`src/verilog/rpe_defs.svh`:
```
// Register map, field positions, reset values and timing for the receive port equalizer block
`ifndef RPE_DEFS_SVH
`define RPE_DEFS_SVH

// ----------------------------------------
// Register indices (byte address = 4 * index)
// ----------------------------------------
`define RPE_IDX_ADAPT_CTRL 8'hd2
`define RPE_IDX_EQ_STATE   8'hd3
`define RPE_IDX_MANUAL     8'hd4
`define RPE_IDX_LIMITS     8'hd5
`define RPE_IDX_IRQ_EN     8'hd8
`define RPE_IDX_IRQ_STS    8'hda
`define RPE_IDX_PORT_STS1  8'he0
`define RPE_IDX_PORT_STS2  8'he1

// ----------------------------------------
// Field positions
// ----------------------------------------
`define RPE_ADAPT_OFF_BIT  0
`define RPE_LOCK_WAIT_BIT  4
`define RPE_UPPER_MSB      7
`define RPE_UPPER_LSB      5
`define RPE_LOWER_MSB      3
`define RPE_LOWER_LSB      1
`define RPE_LIMIT_MSB      7
`define RPE_LIMIT_LSB      4
`define RPE_FLOOR_MSB      3
`define RPE_FLOOR_LSB      0
`define RPE_FLOOR_EN_BIT   2
`define RPE_RERUN_BIT      3
`define RPE_EV_ENC         2
`define RPE_EV_SEQ         1
`define RPE_EV_CRC         0
`define RPE_STS1_LOCK_BIT  2

// ----------------------------------------
// Reset values
// ----------------------------------------
`define RPE_RST_MANUAL     8'h60
`define RPE_RST_LIMITS     8'hf8
`define RPE_RST_IRQ_EN     3'h0
`define RPE_RST_FLOOR_EN   1'h1

// ----------------------------------------
// Timing: adaptation step wait, least time rounded up
// ----------------------------------------
`define RPE_STEP_TIME_NS   164000
`define RPE_CLK_PERIOD_NS  50
`define RPE_STEP_CYCLES    ((`RPE_STEP_TIME_NS + `RPE_CLK_PERIOD_NS - 1) / `RPE_CLK_PERIOD_NS)

// ----------------------------------------
// Bus responses
// ----------------------------------------
`define RPE_RESP_OKAY      2'h0
`define RPE_RESP_DECERR    2'h3

`endif

```
`src/verilog/rpe_pkg.sv`:
```
// Types and shared decode function for the receive port equalizer block
package rpe_pkg;

   // Equalizer search states
   typedef enum logic [1:0] {
      RPE_SRCH_LOAD,
      RPE_SRCH_WAIT,
      RPE_SRCH_DONE
   } rpe_srch_t;

   // Six bit equalizer level
   typedef logic [5:0] rpe_level_t;

   // Byte address to register index
   function automatic logic [7:0] rpe_idx(input logic [9:0] addr);
      return addr[9:2];
   endfunction

endpackage

```
`src/verilog/rpe_eq_search.sv`:
```
// Adaptive equalizer level search with limit, floor start and manual override
`timescale 1ns/1ps
`include "rpe_defs.svh"

module rpe_eq_search
   import rpe_pkg::*;
(
   // Clock and reset
   input  logic       sys_clk,
   input  logic       rstn,
   input  logic       clk_en,
   // Controls
   input  logic       adapt_off,
   input  rpe_level_t manual_level,
   input  logic [3:0] upper_limit,
   input  logic [3:0] start_floor,
   input  logic       floor_en,
   input  logic       rerun,
   input  logic       locked_in,
   // Results
   output rpe_level_t eq_level,
   output logic       adapt_done
);

   localparam logic [11:0] STEP_LAST = 12'(`RPE_STEP_CYCLES - 1);

   rpe_srch_t  state_q;
   logic [11:0] cnt_q;
   rpe_level_t level_q;
   logic       done_q;

   // ----------------------------------------
   // Limit and start level
   // ----------------------------------------
   wire rpe_level_t cap      = {upper_limit, 2'b11};
   wire rpe_level_t floor_lv = floor_en ? {start_floor, 2'b00} : 6'h00;
   wire rpe_level_t start_lv = (floor_lv > cap) ? cap : floor_lv;
   wire             at_cap   = (level_q >= cap);

   assign eq_level   = level_q;
   assign adapt_done = done_q;

   // ----------------------------------------
   // Search sequence
   // ----------------------------------------
   always_ff @(posedge sys_clk or negedge rstn) begin
      if (!rstn) begin
         state_q <= RPE_SRCH_LOAD;
         cnt_q   <= 12'h000;
         level_q <= 6'h00;
         done_q  <= 1'b0;
      end else if (clk_en) begin
         if (adapt_off) begin
            level_q <= manual_level;
            done_q  <= 1'b1;
            state_q <= RPE_SRCH_LOAD;
         end else if (rerun) begin
            done_q  <= 1'b0;
            state_q <= RPE_SRCH_LOAD;
         end else begin
            case (state_q)
               RPE_SRCH_LOAD: begin
                  level_q <= start_lv;
                  cnt_q   <= 12'h000;
                  done_q  <= 1'b0;
                  state_q <= RPE_SRCH_WAIT;
               end
               RPE_SRCH_WAIT: begin
                  if (locked_in) begin
                     state_q <= RPE_SRCH_DONE;
                     done_q  <= 1'b1;
                  end else if (level_q > cap) begin
                     level_q <= start_lv;
                  end else if (cnt_q == STEP_LAST) begin
                     cnt_q   <= 12'h000;
                     level_q <= at_cap ? start_lv : level_q + 6'h01;
                  end else begin
                     cnt_q <= cnt_q + 12'h001;
                  end
               end
               RPE_SRCH_DONE: begin
                  if (level_q > cap) level_q <= cap;
                  if (!locked_in) begin
                     state_q <= RPE_SRCH_LOAD;
                     done_q  <= 1'b0;
                  end
               end
               default: state_q <= RPE_SRCH_LOAD;
            endcase
         end
      end
   end

endmodule // rpe_eq_search

```
`src/verilog/rpe_regs.sv`:
```
// Receive port equalizer and error interrupt register bank with AXI4-Lite slave
//
// The AXI4-Lite slave port is this design's own decision.
`timescale 1ns/1ps
`include "rpe_defs.svh"

module rpe_regs
   import rpe_pkg::*;
(
   // Clock, reset, enable
   input  logic        sys_clk,
   input  logic        rstn,
   input  logic        clk_en,
   // AXI4-Lite write address
   input  logic [9:0]  s_axi_awaddr,
   input  logic        s_axi_awvalid,
   output logic        s_axi_awready,
   // AXI4-Lite write data
   input  logic [31:0] s_axi_wdata,
   input  logic [3:0]  s_axi_wstrb,
   input  logic        s_axi_wvalid,
   output logic        s_axi_wready,
   // AXI4-Lite write response
   output logic [1:0]  s_axi_bresp,
   output logic        s_axi_bvalid,
   input  logic        s_axi_bready,
   // AXI4-Lite read address
   input  logic [9:0]  s_axi_araddr,
   input  logic        s_axi_arvalid,
   output logic        s_axi_arready,
   // AXI4-Lite read data
   output logic [31:0] s_axi_rdata,
   output logic [1:0]  s_axi_rresp,
   output logic        s_axi_rvalid,
   input  logic        s_axi_rready,
   // Link side inputs
   input  logic        lock_detect,
   input  logic        link_encoding_error_evt,
   input  logic        ctrl_channel_sequence_evt,
   input  logic        ctrl_channel_crc_evt,
   // Block outputs
   output rpe_level_t  eq_level,
   output logic        rx_lock,
   output logic        irq
);

   // ----------------------------------------
   // Declarations
   // ----------------------------------------
   logic       awrdy_q;
   logic       aw_held_q;
   logic [7:0] wr_idx_q;
   logic       wrdy_q;
   logic       w_held_q;
   logic [7:0] wdata_q;
   logic       wlane_q;
   logic       bvalid_q;
   logic [1:0] bresp_q;
   logic       arrdy_q;
   logic       rvalid_q;
   logic [7:0] rdata_q;
   logic [1:0] rresp_q;

   logic [7:0] manual_q;
   logic [7:0] limits_q;
   logic       floor_en_q;
   logic       rerun_q;
   logic [2:0] irq_en_q;
   logic [2:0] irq_sts_q;
   logic       enc_flag_q;
   logic       seq_flag_q;
   logic       crc_flag_q;
   logic       lock_s1_q;
   logic       lock_s2_q;
   logic       rx_lock_q;
   logic       irq_q;

   rpe_level_t level;
   logic       adapt_done;

   // ----------------------------------------
   // Write channel handshakes
   // ----------------------------------------
   wire aw_take  = clk_en & s_axi_awvalid & awrdy_q;
   wire w_take   = clk_en & s_axi_wvalid & wrdy_q;
   wire wr_fire  = clk_en & aw_held_q & w_held_q & ~bvalid_q;
   wire aw_hld_d = (aw_held_q | aw_take) & ~wr_fire;
   wire w_hld_d  = (w_held_q | w_take) & ~wr_fire;
   wire b_done   = clk_en & bvalid_q & s_axi_bready;

   // Write decode
   wire wr_en     = wr_fire & wlane_q;
   wire wr_ctrl   = wr_en & (wr_idx_q == `RPE_IDX_ADAPT_CTRL);
   wire wr_manual = wr_en & (wr_idx_q == `RPE_IDX_MANUAL);
   wire wr_limits = wr_en & (wr_idx_q == `RPE_IDX_LIMITS);
   wire wr_irq_en = wr_en & (wr_idx_q == `RPE_IDX_IRQ_EN);
   wire wr_hit    = (wr_idx_q == `RPE_IDX_ADAPT_CTRL) | (wr_idx_q == `RPE_IDX_EQ_STATE) |
                    (wr_idx_q == `RPE_IDX_MANUAL)     | (wr_idx_q == `RPE_IDX_LIMITS)   |
                    (wr_idx_q == `RPE_IDX_IRQ_EN)     | (wr_idx_q == `RPE_IDX_IRQ_STS)  |
                    (wr_idx_q == `RPE_IDX_PORT_STS1)  | (wr_idx_q == `RPE_IDX_PORT_STS2);

   // ----------------------------------------
   // Read channel handshakes and decode
   // ----------------------------------------
   wire       ar_take  = clk_en & s_axi_arvalid & arrdy_q;
   wire       rv_d     = (rvalid_q & ~(clk_en & s_axi_rready)) | ar_take;
   wire [7:0] rd_idx   = rpe_idx(s_axi_araddr);
   wire       rd_sts1  = ar_take & (rd_idx == `RPE_IDX_PORT_STS1);
   wire       rd_sts2  = ar_take & (rd_idx == `RPE_IDX_PORT_STS2);
   wire       rd_isr   = ar_take & (rd_idx == `RPE_IDX_IRQ_STS);

   // Read values
   wire [7:0] rv_ctrl  = {4'h0, rerun_q, floor_en_q, 2'b00};
   wire [7:0] rv_state = {2'b00, level};
   wire [7:0] rv_ien   = {5'h00, irq_en_q};
   wire [7:0] rv_isr   = {5'h00, irq_sts_q};
   wire [7:0] rv_sts1  = {5'h00, rx_lock_q, seq_flag_q, crc_flag_q};
   wire [7:0] rv_sts2  = {7'h00, enc_flag_q};

   // Read selection
   wire [7:0] rd_mux =
      (rd_idx == `RPE_IDX_ADAPT_CTRL) ? rv_ctrl  :
      (rd_idx == `RPE_IDX_EQ_STATE)   ? rv_state :
      (rd_idx == `RPE_IDX_MANUAL)     ? manual_q :
      (rd_idx == `RPE_IDX_LIMITS)     ? limits_q :
      (rd_idx == `RPE_IDX_IRQ_EN)     ? rv_ien   :
      (rd_idx == `RPE_IDX_IRQ_STS)    ? rv_isr   :
      (rd_idx == `RPE_IDX_PORT_STS1)  ? rv_sts1  :
      (rd_idx == `RPE_IDX_PORT_STS2)  ? rv_sts2  : 8'h00;
   wire rd_hit =
      (rd_idx == `RPE_IDX_ADAPT_CTRL) | (rd_idx == `RPE_IDX_EQ_STATE) |
      (rd_idx == `RPE_IDX_MANUAL)     | (rd_idx == `RPE_IDX_LIMITS)   |
      (rd_idx == `RPE_IDX_IRQ_EN)     | (rd_idx == `RPE_IDX_IRQ_STS)  |
      (rd_idx == `RPE_IDX_PORT_STS1)  | (rd_idx == `RPE_IDX_PORT_STS2);

   // ----------------------------------------
   // Event flags: set wins over read clear
   // ----------------------------------------
   wire [2:0] ev = {link_encoding_error_evt, ctrl_channel_sequence_evt, ctrl_channel_crc_evt};
   wire [2:0] ev_on = {3{clk_en}} & ev;
   wire [2:0] isr_clr = {rd_sts2, rd_sts1, rd_sts1} | {3{rd_isr}};
   wire [2:0] isr_d = ev_on | (irq_sts_q & ~isr_clr);

   // ----------------------------------------
   // Outputs
   // ----------------------------------------
   assign s_axi_awready = awrdy_q;
   assign s_axi_wready  = wrdy_q;
   assign s_axi_bvalid  = bvalid_q;
   assign s_axi_bresp   = bresp_q;
   assign s_axi_arready = arrdy_q;
   assign s_axi_rvalid  = rvalid_q;
   assign s_axi_rdata   = {24'h000000, rdata_q};
   assign s_axi_rresp   = rresp_q;
   assign eq_level      = level;
   assign rx_lock       = rx_lock_q;
   assign irq           = irq_q;

   // ----------------------------------------
   // Write address and data capture
   // ----------------------------------------
   always_ff @(posedge sys_clk or negedge rstn) begin
      if (!rstn) begin
         aw_held_q <= 1'b0;
         awrdy_q   <= 1'b0;
         wr_idx_q  <= 8'h00;
         w_held_q  <= 1'b0;
         wrdy_q    <= 1'b0;
         wdata_q   <= 8'h00;
         wlane_q   <= 1'b0;
      end else if (clk_en) begin
         aw_held_q <= aw_hld_d;
         awrdy_q   <= ~aw_hld_d;
         w_held_q  <= w_hld_d;
         wrdy_q    <= ~w_hld_d;
         if (aw_take) wr_idx_q <= rpe_idx(s_axi_awaddr);
         if (w_take) begin
            wdata_q <= s_axi_wdata[7:0];
            wlane_q <= s_axi_wstrb[0];
         end
      end
   end

   // Write response
   always_ff @(posedge sys_clk or negedge rstn) begin
      if (!rstn) begin
         bvalid_q <= 1'b0;
         bresp_q  <= `RPE_RESP_OKAY;
      end else if (clk_en) begin
         if (wr_fire) begin
            bvalid_q <= 1'b1;
            bresp_q  <= wr_hit ? `RPE_RESP_OKAY : `RPE_RESP_DECERR;
         end else if (b_done) begin
            bvalid_q <= 1'b0;
         end
      end
   end

   // ----------------------------------------
   // Read address and data
   // ----------------------------------------
   always_ff @(posedge sys_clk or negedge rstn) begin
      if (!rstn) begin
         arrdy_q  <= 1'b0;
         rvalid_q <= 1'b0;
         rdata_q  <= 8'h00;
         rresp_q  <= `RPE_RESP_OKAY;
      end else if (clk_en) begin
         arrdy_q  <= ~rv_d;
         rvalid_q <= rv_d;
         if (ar_take) begin
            rdata_q <= rd_mux;
            rresp_q <= rd_hit ? `RPE_RESP_OKAY : `RPE_RESP_DECERR;
         end
      end
   end

   // ----------------------------------------
   // Software control registers
   // ----------------------------------------
   always_ff @(posedge sys_clk or negedge rstn) begin
      if (!rstn) begin
         manual_q   <= `RPE_RST_MANUAL;
         limits_q   <= `RPE_RST_LIMITS;
         floor_en_q <= `RPE_RST_FLOOR_EN;
         irq_en_q   <= `RPE_RST_IRQ_EN;
      end else if (clk_en) begin
         if (wr_manual) manual_q <= wdata_q;
         if (wr_limits) limits_q <= wdata_q;
         if (wr_ctrl) floor_en_q <= wdata_q[`RPE_FLOOR_EN_BIT];
         if (wr_irq_en) irq_en_q <= wdata_q[2:0];
      end
   end

   // Self clearing rerun request
   always_ff @(posedge sys_clk or negedge rstn) begin
      if (!rstn) begin
         rerun_q <= 1'b0;
      end else if (clk_en) begin
         rerun_q <= wr_ctrl & wdata_q[`RPE_RERUN_BIT];
      end
   end

   // ----------------------------------------
   // Status flags and interrupt
   // ----------------------------------------
   always_ff @(posedge sys_clk or negedge rstn) begin
      if (!rstn) begin
         irq_sts_q  <= 3'h0;
         enc_flag_q <= 1'b0;
         seq_flag_q <= 1'b0;
         crc_flag_q <= 1'b0;
         irq_q      <= 1'b0;
      end else if (clk_en) begin
         irq_sts_q  <= isr_d;
         enc_flag_q <= ev_on[`RPE_EV_ENC] | (enc_flag_q & ~rd_sts2);
         seq_flag_q <= ev_on[`RPE_EV_SEQ] | (seq_flag_q & ~rd_sts1);
         crc_flag_q <= ev_on[`RPE_EV_CRC] | (crc_flag_q & ~rd_sts1);
         irq_q      <= |(irq_sts_q & irq_en_q);
      end
   end

   // ----------------------------------------
   // Lock detector synchroniser and lock qualify
   // ----------------------------------------
   always_ff @(posedge sys_clk or negedge rstn) begin
      if (!rstn) begin
         lock_s1_q <= 1'b0;
         lock_s2_q <= 1'b0;
         rx_lock_q <= 1'b0;
      end else if (clk_en) begin
         lock_s1_q <= lock_detect;
         lock_s2_q <= lock_s1_q;
         rx_lock_q <= lock_s2_q & (~manual_q[`RPE_LOCK_WAIT_BIT] | adapt_done);
      end
   end

   // ----------------------------------------
   // Equalizer search engine
   // ----------------------------------------
   rpe_eq_search u_search (
      .sys_clk      (sys_clk),
      .rstn         (rstn),
      .clk_en       (clk_en),
      .adapt_off    (manual_q[`RPE_ADAPT_OFF_BIT]),
      .manual_level ({manual_q[`RPE_UPPER_MSB:`RPE_UPPER_LSB],
                      manual_q[`RPE_LOWER_MSB:`RPE_LOWER_LSB]}),
      .upper_limit  (limits_q[`RPE_LIMIT_MSB:`RPE_LIMIT_LSB]),
      .start_floor  (limits_q[`RPE_FLOOR_MSB:`RPE_FLOOR_LSB]),
      .floor_en     (floor_en_q),
      .rerun        (rerun_q),
      .locked_in    (lock_s2_q),
      .eq_level     (level),
      .adapt_done   (adapt_done)
   );

endmodule // rpe_regs

```
`config.mk`:
```
export PLATFORM = sky130hd
export DESIGN_NAME = rpe_regs
export DESIGN_NICKNAME = d
export VERILOG_FILES = /design/src/verilog/rpe_pkg.sv /design/src/verilog/rpe_eq_search.sv /design/src/verilog/rpe_regs.sv
export VERILOG_INCLUDE_DIRS = /design/src /design/src/verilog
export SDC_FILE = /design/constraint.sdc
export NUM_CORES = 1
export LEC_CHECK = 0
export BUFFER_PORTS_ARGS = -buffer_cell sky130_fd_sc_hd__buf_2
export CAP_MARGIN = 20
export CORE_ASPECT_RATIO = 0.7
export CORE_MARGIN = 4
export CORE_UTILIZATION = 40
export DETAILED_ROUTE_END_ITERATION = 12
export HOLD_SLACK_MARGIN = 0.03
export SLEW_MARGIN = 15
export SYNTH_ARGS = -nofsm -noshare
export SYNTH_HDL_FRONTEND = slang
export SYNTH_SLANG_ARGS = --single-unit
```
`constraint.sdc`:
```
create_clock -name sys_clk -period 2.97 [get_ports sys_clk]
set_input_delay 0.297 -clock sys_clk [delete_from_list [all_inputs] [get_ports sys_clk]]
set_output_delay 0.297 -clock sys_clk [all_outputs]
set_load 0.02 [all_outputs]
```
======== Word-level counts from Yosys, hierarchy flattened ========
Cells that the tools add are included.
cells by class
  $add $sub $neg .......................... 2
  magnitude comparators ................... 3
  equal/unequal tests ..................... 27
  muxes and demuxes ....................... 36
  bitwise logic cells ..................... 66
  reduce and logical (&&, ||, !) cells .... 19
operator list
  cell                   number
  $eq 8x8->1 const B     16
  $mux 6                 9
  $mux 12                3
  $mux 8                 4
  $and 1x1->1            28
  $pmux 12 s2            1
  $or 1x1->1             21
  $pmux 6 s3             1
  $reduce_and 2->1       9
  $add 12x1->12 const B  1
  $eq 12x12->1 const B   1
  $gt 6x6->1             2
  $mux 2                 6
  $reduce_and 6->1       2
  $not 1->1              11
  $and 3x3->3            3
  $mux 3                 3
  $ne 4x4->1 const B     2
  $mux 1                 7
  $add 6x1->6 const B    1
  $ge 6x6->1             1
  $ne 2x2->1 const B     3
  $or 3x3->3             2
  $pmux 2 s3             1
  other kinds (14)       15
word-level totals
  register bits after elaboration ......... 88
  bits of input ports ..................... 68
  output and inout port bits .............. 49
  logic and storage cells ................. 183

======== Logic depth before layout (Yosys ltp) ========
  depth after elaboration ................. 10
  depth in mapped cells ................... 9
  mapped depth without buffers ............ 8

======== Hierarchy ========
A second synthesis with hierarchy kept.
unflattened totals
  cell total of the unflattened synthesis .. 480
  area total of the unflattened synthesis .. 4944.7 µm²
modules (own cells, without submodules)
  module         instances  cells an instance  area each (µm²)  seq. area each (µm²)
  rpe_regs       1          288                3278.1           1636.6
  rpe_eq_search  1          192                1666.6           525.5

======== Worst setup path after synthesis ========
Ideal clock, no wire load.
  kind .................................... flip-flop to flip-flop
  start ................................... reg limits_q[7]
  end ..................................... reg u_search.cnt_q[10]
  library setup time ...................... 0.095 ns
  data arrival time ....................... 2.209 ns
  required time ........................... 2.875 ns
  slack ................................... 0.665 ns
  cell stages (with the launch flop) ...... 10
  path buffers ............................ 1
  period minus slack after synthesis ...... 2.305 ns
  cell sequence ........................... dfstp_2 inv_1 ha_1 a21oi_1 o21ai_0 a211oi_1 o211ai_1 or2_2 buf_2 o31ai_1
on the way
  longest elaborated chain between the ends .. 3
RTL lines
  element                     RTL line             text
  start, declared             rpe_regs.sv:65       logic [7:0] limits_q;
  start signal, assigned      rpe_regs.sv:224      limits_q <= `RPE_RST_LIMITS;
  start signal, assigned      rpe_regs.sv:229      if (wr_limits) limits_q <= wdata_q;
  $gt 6x6->1                  rpe_eq_search.sv:72  end else if (level_q > cap) begin
  $ne 2x2->1 (no line)        n/a
  $reduce_and 6->1 (no line)  n/a
  end signal, assigned        rpe_eq_search.sv:78  cnt_q <= cnt_q + 12'h001;
  end, declared               rpe_eq_search.sv:28  logic [11:0] cnt_q;
Every way passes these cells.
A chain may end at the register's enable or synchronous reset.

======== Worst setup path in the final report ========
  start ................................... reg limits_q[5]
  end ..................................... reg u_search.level_q[5] (netlist: u_search.eq_level[5])
on the way
  longest elaborated chain between the ends .. 9
  elaborated cells between the ends (all ways) .. 14
  classes of those cells .................. order compare: 3; eq/ne: 2; mux: 8; reduce/logical: 1
RTL lines
  element               RTL line             text
  $gt 6x6->1            rpe_eq_search.sv:37  wire rpe_level_t start_lv = (floor_lv > cap) ? cap : floor_lv;
  $mux 6                rpe_eq_search.sv:37
  $mux 6                rpe_eq_search.sv:76  level_q <= at_cap ? start_lv : level_q + 6'h01;
  $mux 6                rpe_eq_search.sv:74  end else if (cnt_q == STEP_LAST) begin
  $mux 6                rpe_eq_search.sv:72
  $mux 6                rpe_eq_search.sv:69  if (locked_in) begin
  $pmux 6 s3            rpe_eq_search.sv:61  case (state_q)
  $mux 6                rpe_eq_search.sv:57  end else if (rerun) begin
  $mux 6                rpe_eq_search.sv:53  if (adapt_off) begin
  end signal, assigned  rpe_eq_search.sv:54  level_q <= manual_level;
  end signal, assigned  rpe_eq_search.sv:63  level_q <= start_lv;
  end signal, assigned  rpe_eq_search.sv:73  level_q <= start_lv;
  end, declared         rpe_eq_search.sv:29  rpe_level_t level_q;
Several ways; a longest one is shown, not always the timed one. The select of a mux whose other input is x is not followed.

==> reports/results.txt <==
status: complete, no violations
initial antenna violation count: 0
worst clock skew: 8.23 ps
top-area cell type share of the netlist area: 40.7%
Internal Pwr Total: 2600 uW
async set or reset register ratio after synthesis: 100%
Synth warnings: 0
CP max-delay cell: dfstp_2
Post-DP HPWL: 8.78 mm
Critical Path Fanout Max: 8
Placed Instances: 692
nets: 627
H-tree depth: 3
Post-Synth XOR/XNOR Area: 0.731%
Max Root-Sink Buffers: 2
Max Cap Violations: 0
Util after Layout: 46.9%
Pwr Density: 745 nW/um^2
EDFF count, synth: 0
Final Hold Vio Count: 0
fin crit share: 91.6%
flop and latch count out of synthesis: 86
clk_lat worst skew: 350 ps
ANT cells: 0
fin. max-slew vios: 0
minimum clock period: 2720 ps
Overall Global Routing Usage: 17.3%
Peak Freq: 368 MHz
PortBufs: 61
Synth Area in Adders: 3.13%
height of the die: 99.6 um
critical path type: register to register
cts repair resizes: 0
Top FF cell, synth: dfrtp_1
Hold Path Class: input port to register
sw power: 1500 uW
Slew headroom: 43.8%
CTS Sinks: 86
Synth Area in Simple Gates: 15.4%
Data arrival, critical path: 2950 ps
commonest non-fill, non-tap cell in the layout: dfrtp_1
CP Data Required Time: 3200 ps
vias per cell: 5.43
critical path startpoint category: register
first-pass GRT wire length: 19.2 mm
DR WL/cell: 16.5 um
mux cell area share after synthesis: 11.7%
I/O pin count: 117
Setup TNS: 0 ps
First-pass DRT Iterations: 5
drc violations: 0
Worst path top cell family by delay: compound AO/OA/AOI/OAI gates
proportion of power drawn by combinational gates: 30.4%
Slew @ Worst Pin: 836 ps
setup violators final: 0
DR iter-0 viols: 252
Compound-Gate Fraction of Synth Area: 17.0%
TritonCTS clock tree: done
DIE AREA: 13800 sq um
leakage power: 0.00249 uW
vias in the first global route: 3567
Synth area leaders: dfrtp_1 41%, mux2_2 9.6%, dfstp_2 4.4%
peak supply drop: 0.000421 V
critical path endpoint category: register
core area: 11700 sq um
largest net degree at the start of global routing: 58
Seq/Total Area, Yosys: 45.1%
Root Driver: clkbuf_16
CP bufs+invs: 1
Clock power frac: 29.0%
sequential share of power: 40.6%
total number of vias: 3853
CTS Buf Count: 9
clock-pin slew on the worst setup and hold paths: 70 ps
Antenna Nets Post-Route: 0
Cells after Synth: 486
mapped cell area: 4790 sq um
Syn-to-layout area delta: 14.8%
setup slack at placement: 366 ps
detailed-route wire length: 11.7 mm
layout cells sized above 1: 25.0%
Net Sw Frac: 36.7%
RSZ-0062 raised after global routing: no
Post-Layout Cell Count: 709
largest family of logic cells by synthesized area: compound AO/OA/AOI/OAI gates
post-synthesis cell type with the largest combined area: dfrtp_1
Yosys cell types: 57
most frequent cells in the layout: 78 x dfrtp_1, 60 x buf_2, 41 x mux2_2
Die X: 139 um
Avg Inst Size Synth: 9.87 sq um
row cnt: 33
Remaining Overflow, GRT: 0
final setup margin: 250 ps
Placer Congestion: 0.940
worst-path cell chain: inv_1 -> ha_1 -> a21oi_1 -> o21ai_0 -> a31o_2 -> o21ai_1 -> mux2_2
slowest cell delay on critical path: 610 ps
initial core utilization: 40.9%
==> path summary, 6_finish.rpt <==
check	depth (start not counted)	start	end	slack, ps
max	7	limits_q[5]$_DFFE_PN1P_	u_search.eq_level[5]$_DFFE_PN0P_	250
min	3	link_encoding_error_evt	irq_sts_q[2]$_DFFE_PN0P_	170
max reg2reg	7	limits_q[5]$_DFFE_PN1P_	u_search.eq_level[5]$_DFFE_PN0P_	250
min reg2reg	2	rdata_q[6]$_DFFE_PN0P_	rdata_q[6]$_DFFE_PN0P_	480
max in group asynchronous	3	rstn	w_held_q$_DFFE_PN0P_	1720
min in group asynchronous	2	rstn	u_search.cnt_q[5]$_DFFE_PN0P_	540
==> per-layer routing <==
metal	global-route usage (%)	share of wire, %
met5	0	0
met4	5.11	0.83
met3	5.09	7.6
met2	23.0	40
met1	26.7	52
==> area by class of cell <==
cell class | count | area (sq um)
flip-flops and latches | 86 | 2160
multi-input cells | 363 | 2390
well taps | 157 | 196
clock inverters | 6 | 75.1
fillers | 1118 | 6220
clock buffers | 10 | 239
repair buffers | 69 | 370
inverters | 18 | 67.6
==> cells by family after synthesis <==
family	after synthesis
DFF	86
buffers and inverters	60
AOI/OAI and AO/OA	128
and+or+nand+nor	144
adders and majority gates	12
other	1
muxes	51
xor gates and xnor gates	4
==> what timing repair did <==
action | CTS | global route
setup endpoints to repair | 0 | 0
endpoints found under the hold margin | 15 | 0
hold buffers | 1 | 0
buffers inserted | 0 | 0
==> power by group through the flow <==
stage | combinational (uW) | clock, uW | sequential [uW]
finish | 1250 | 1190 | 1670
global route | 1380 | 1280 | 1710
CTS | 1240 | 1220 | 1670
detailed placement | 1240 | 0 | 1690
global placement | 1220 | 0 | 1660
floorplan | 861 | 0 | 1690
==> Yosys cell counts, types with 12 or more instances <==
library cell / instances
o21ai_0: 39
nor2_1: 29
nand2_1: 40
ha_1: 12
inv_1: 18
nand3_1: 22
dfrtp_1: 78
o31ai_1: 15
a21oi_1: 24
clkbuf_1: 12
mux2_2: 41
buf_4: 26
==> metrics by stage <==
stage               hold WS (ps)  power [uW]  area (sq um)
floorplan                   1.41        2550          4880
global placement             387        2880          5180
detailed placement           389        2930          5180
CTS                          162        4130          5510
global route                 165        4370          5510
finish                       171        4100          5510
==> worst register-to-register path, delay by kind of cell (launching register included) <==
family	cells	cell delay, ps
muxes	1	400
adders and majority gates	1	300
buffers and inverters	1	90
DFF	1	610
AOI/OAI and AO/OA	4	1210
==> flip-flops by register name, indices dropped and copies added, names as in the netlist, 2 cells and up <==
name and flops:
irq_en_q 3, irq_sts_q 3, limits_q 8, manual_q 8
rdata_q 8, u_search.cnt_q 12, u_search.eq_level 6, u_search.state_q 2
wdata_q 8, wr_idx_q 8
No activity file was read; power rests on OpenSTA's default activity.
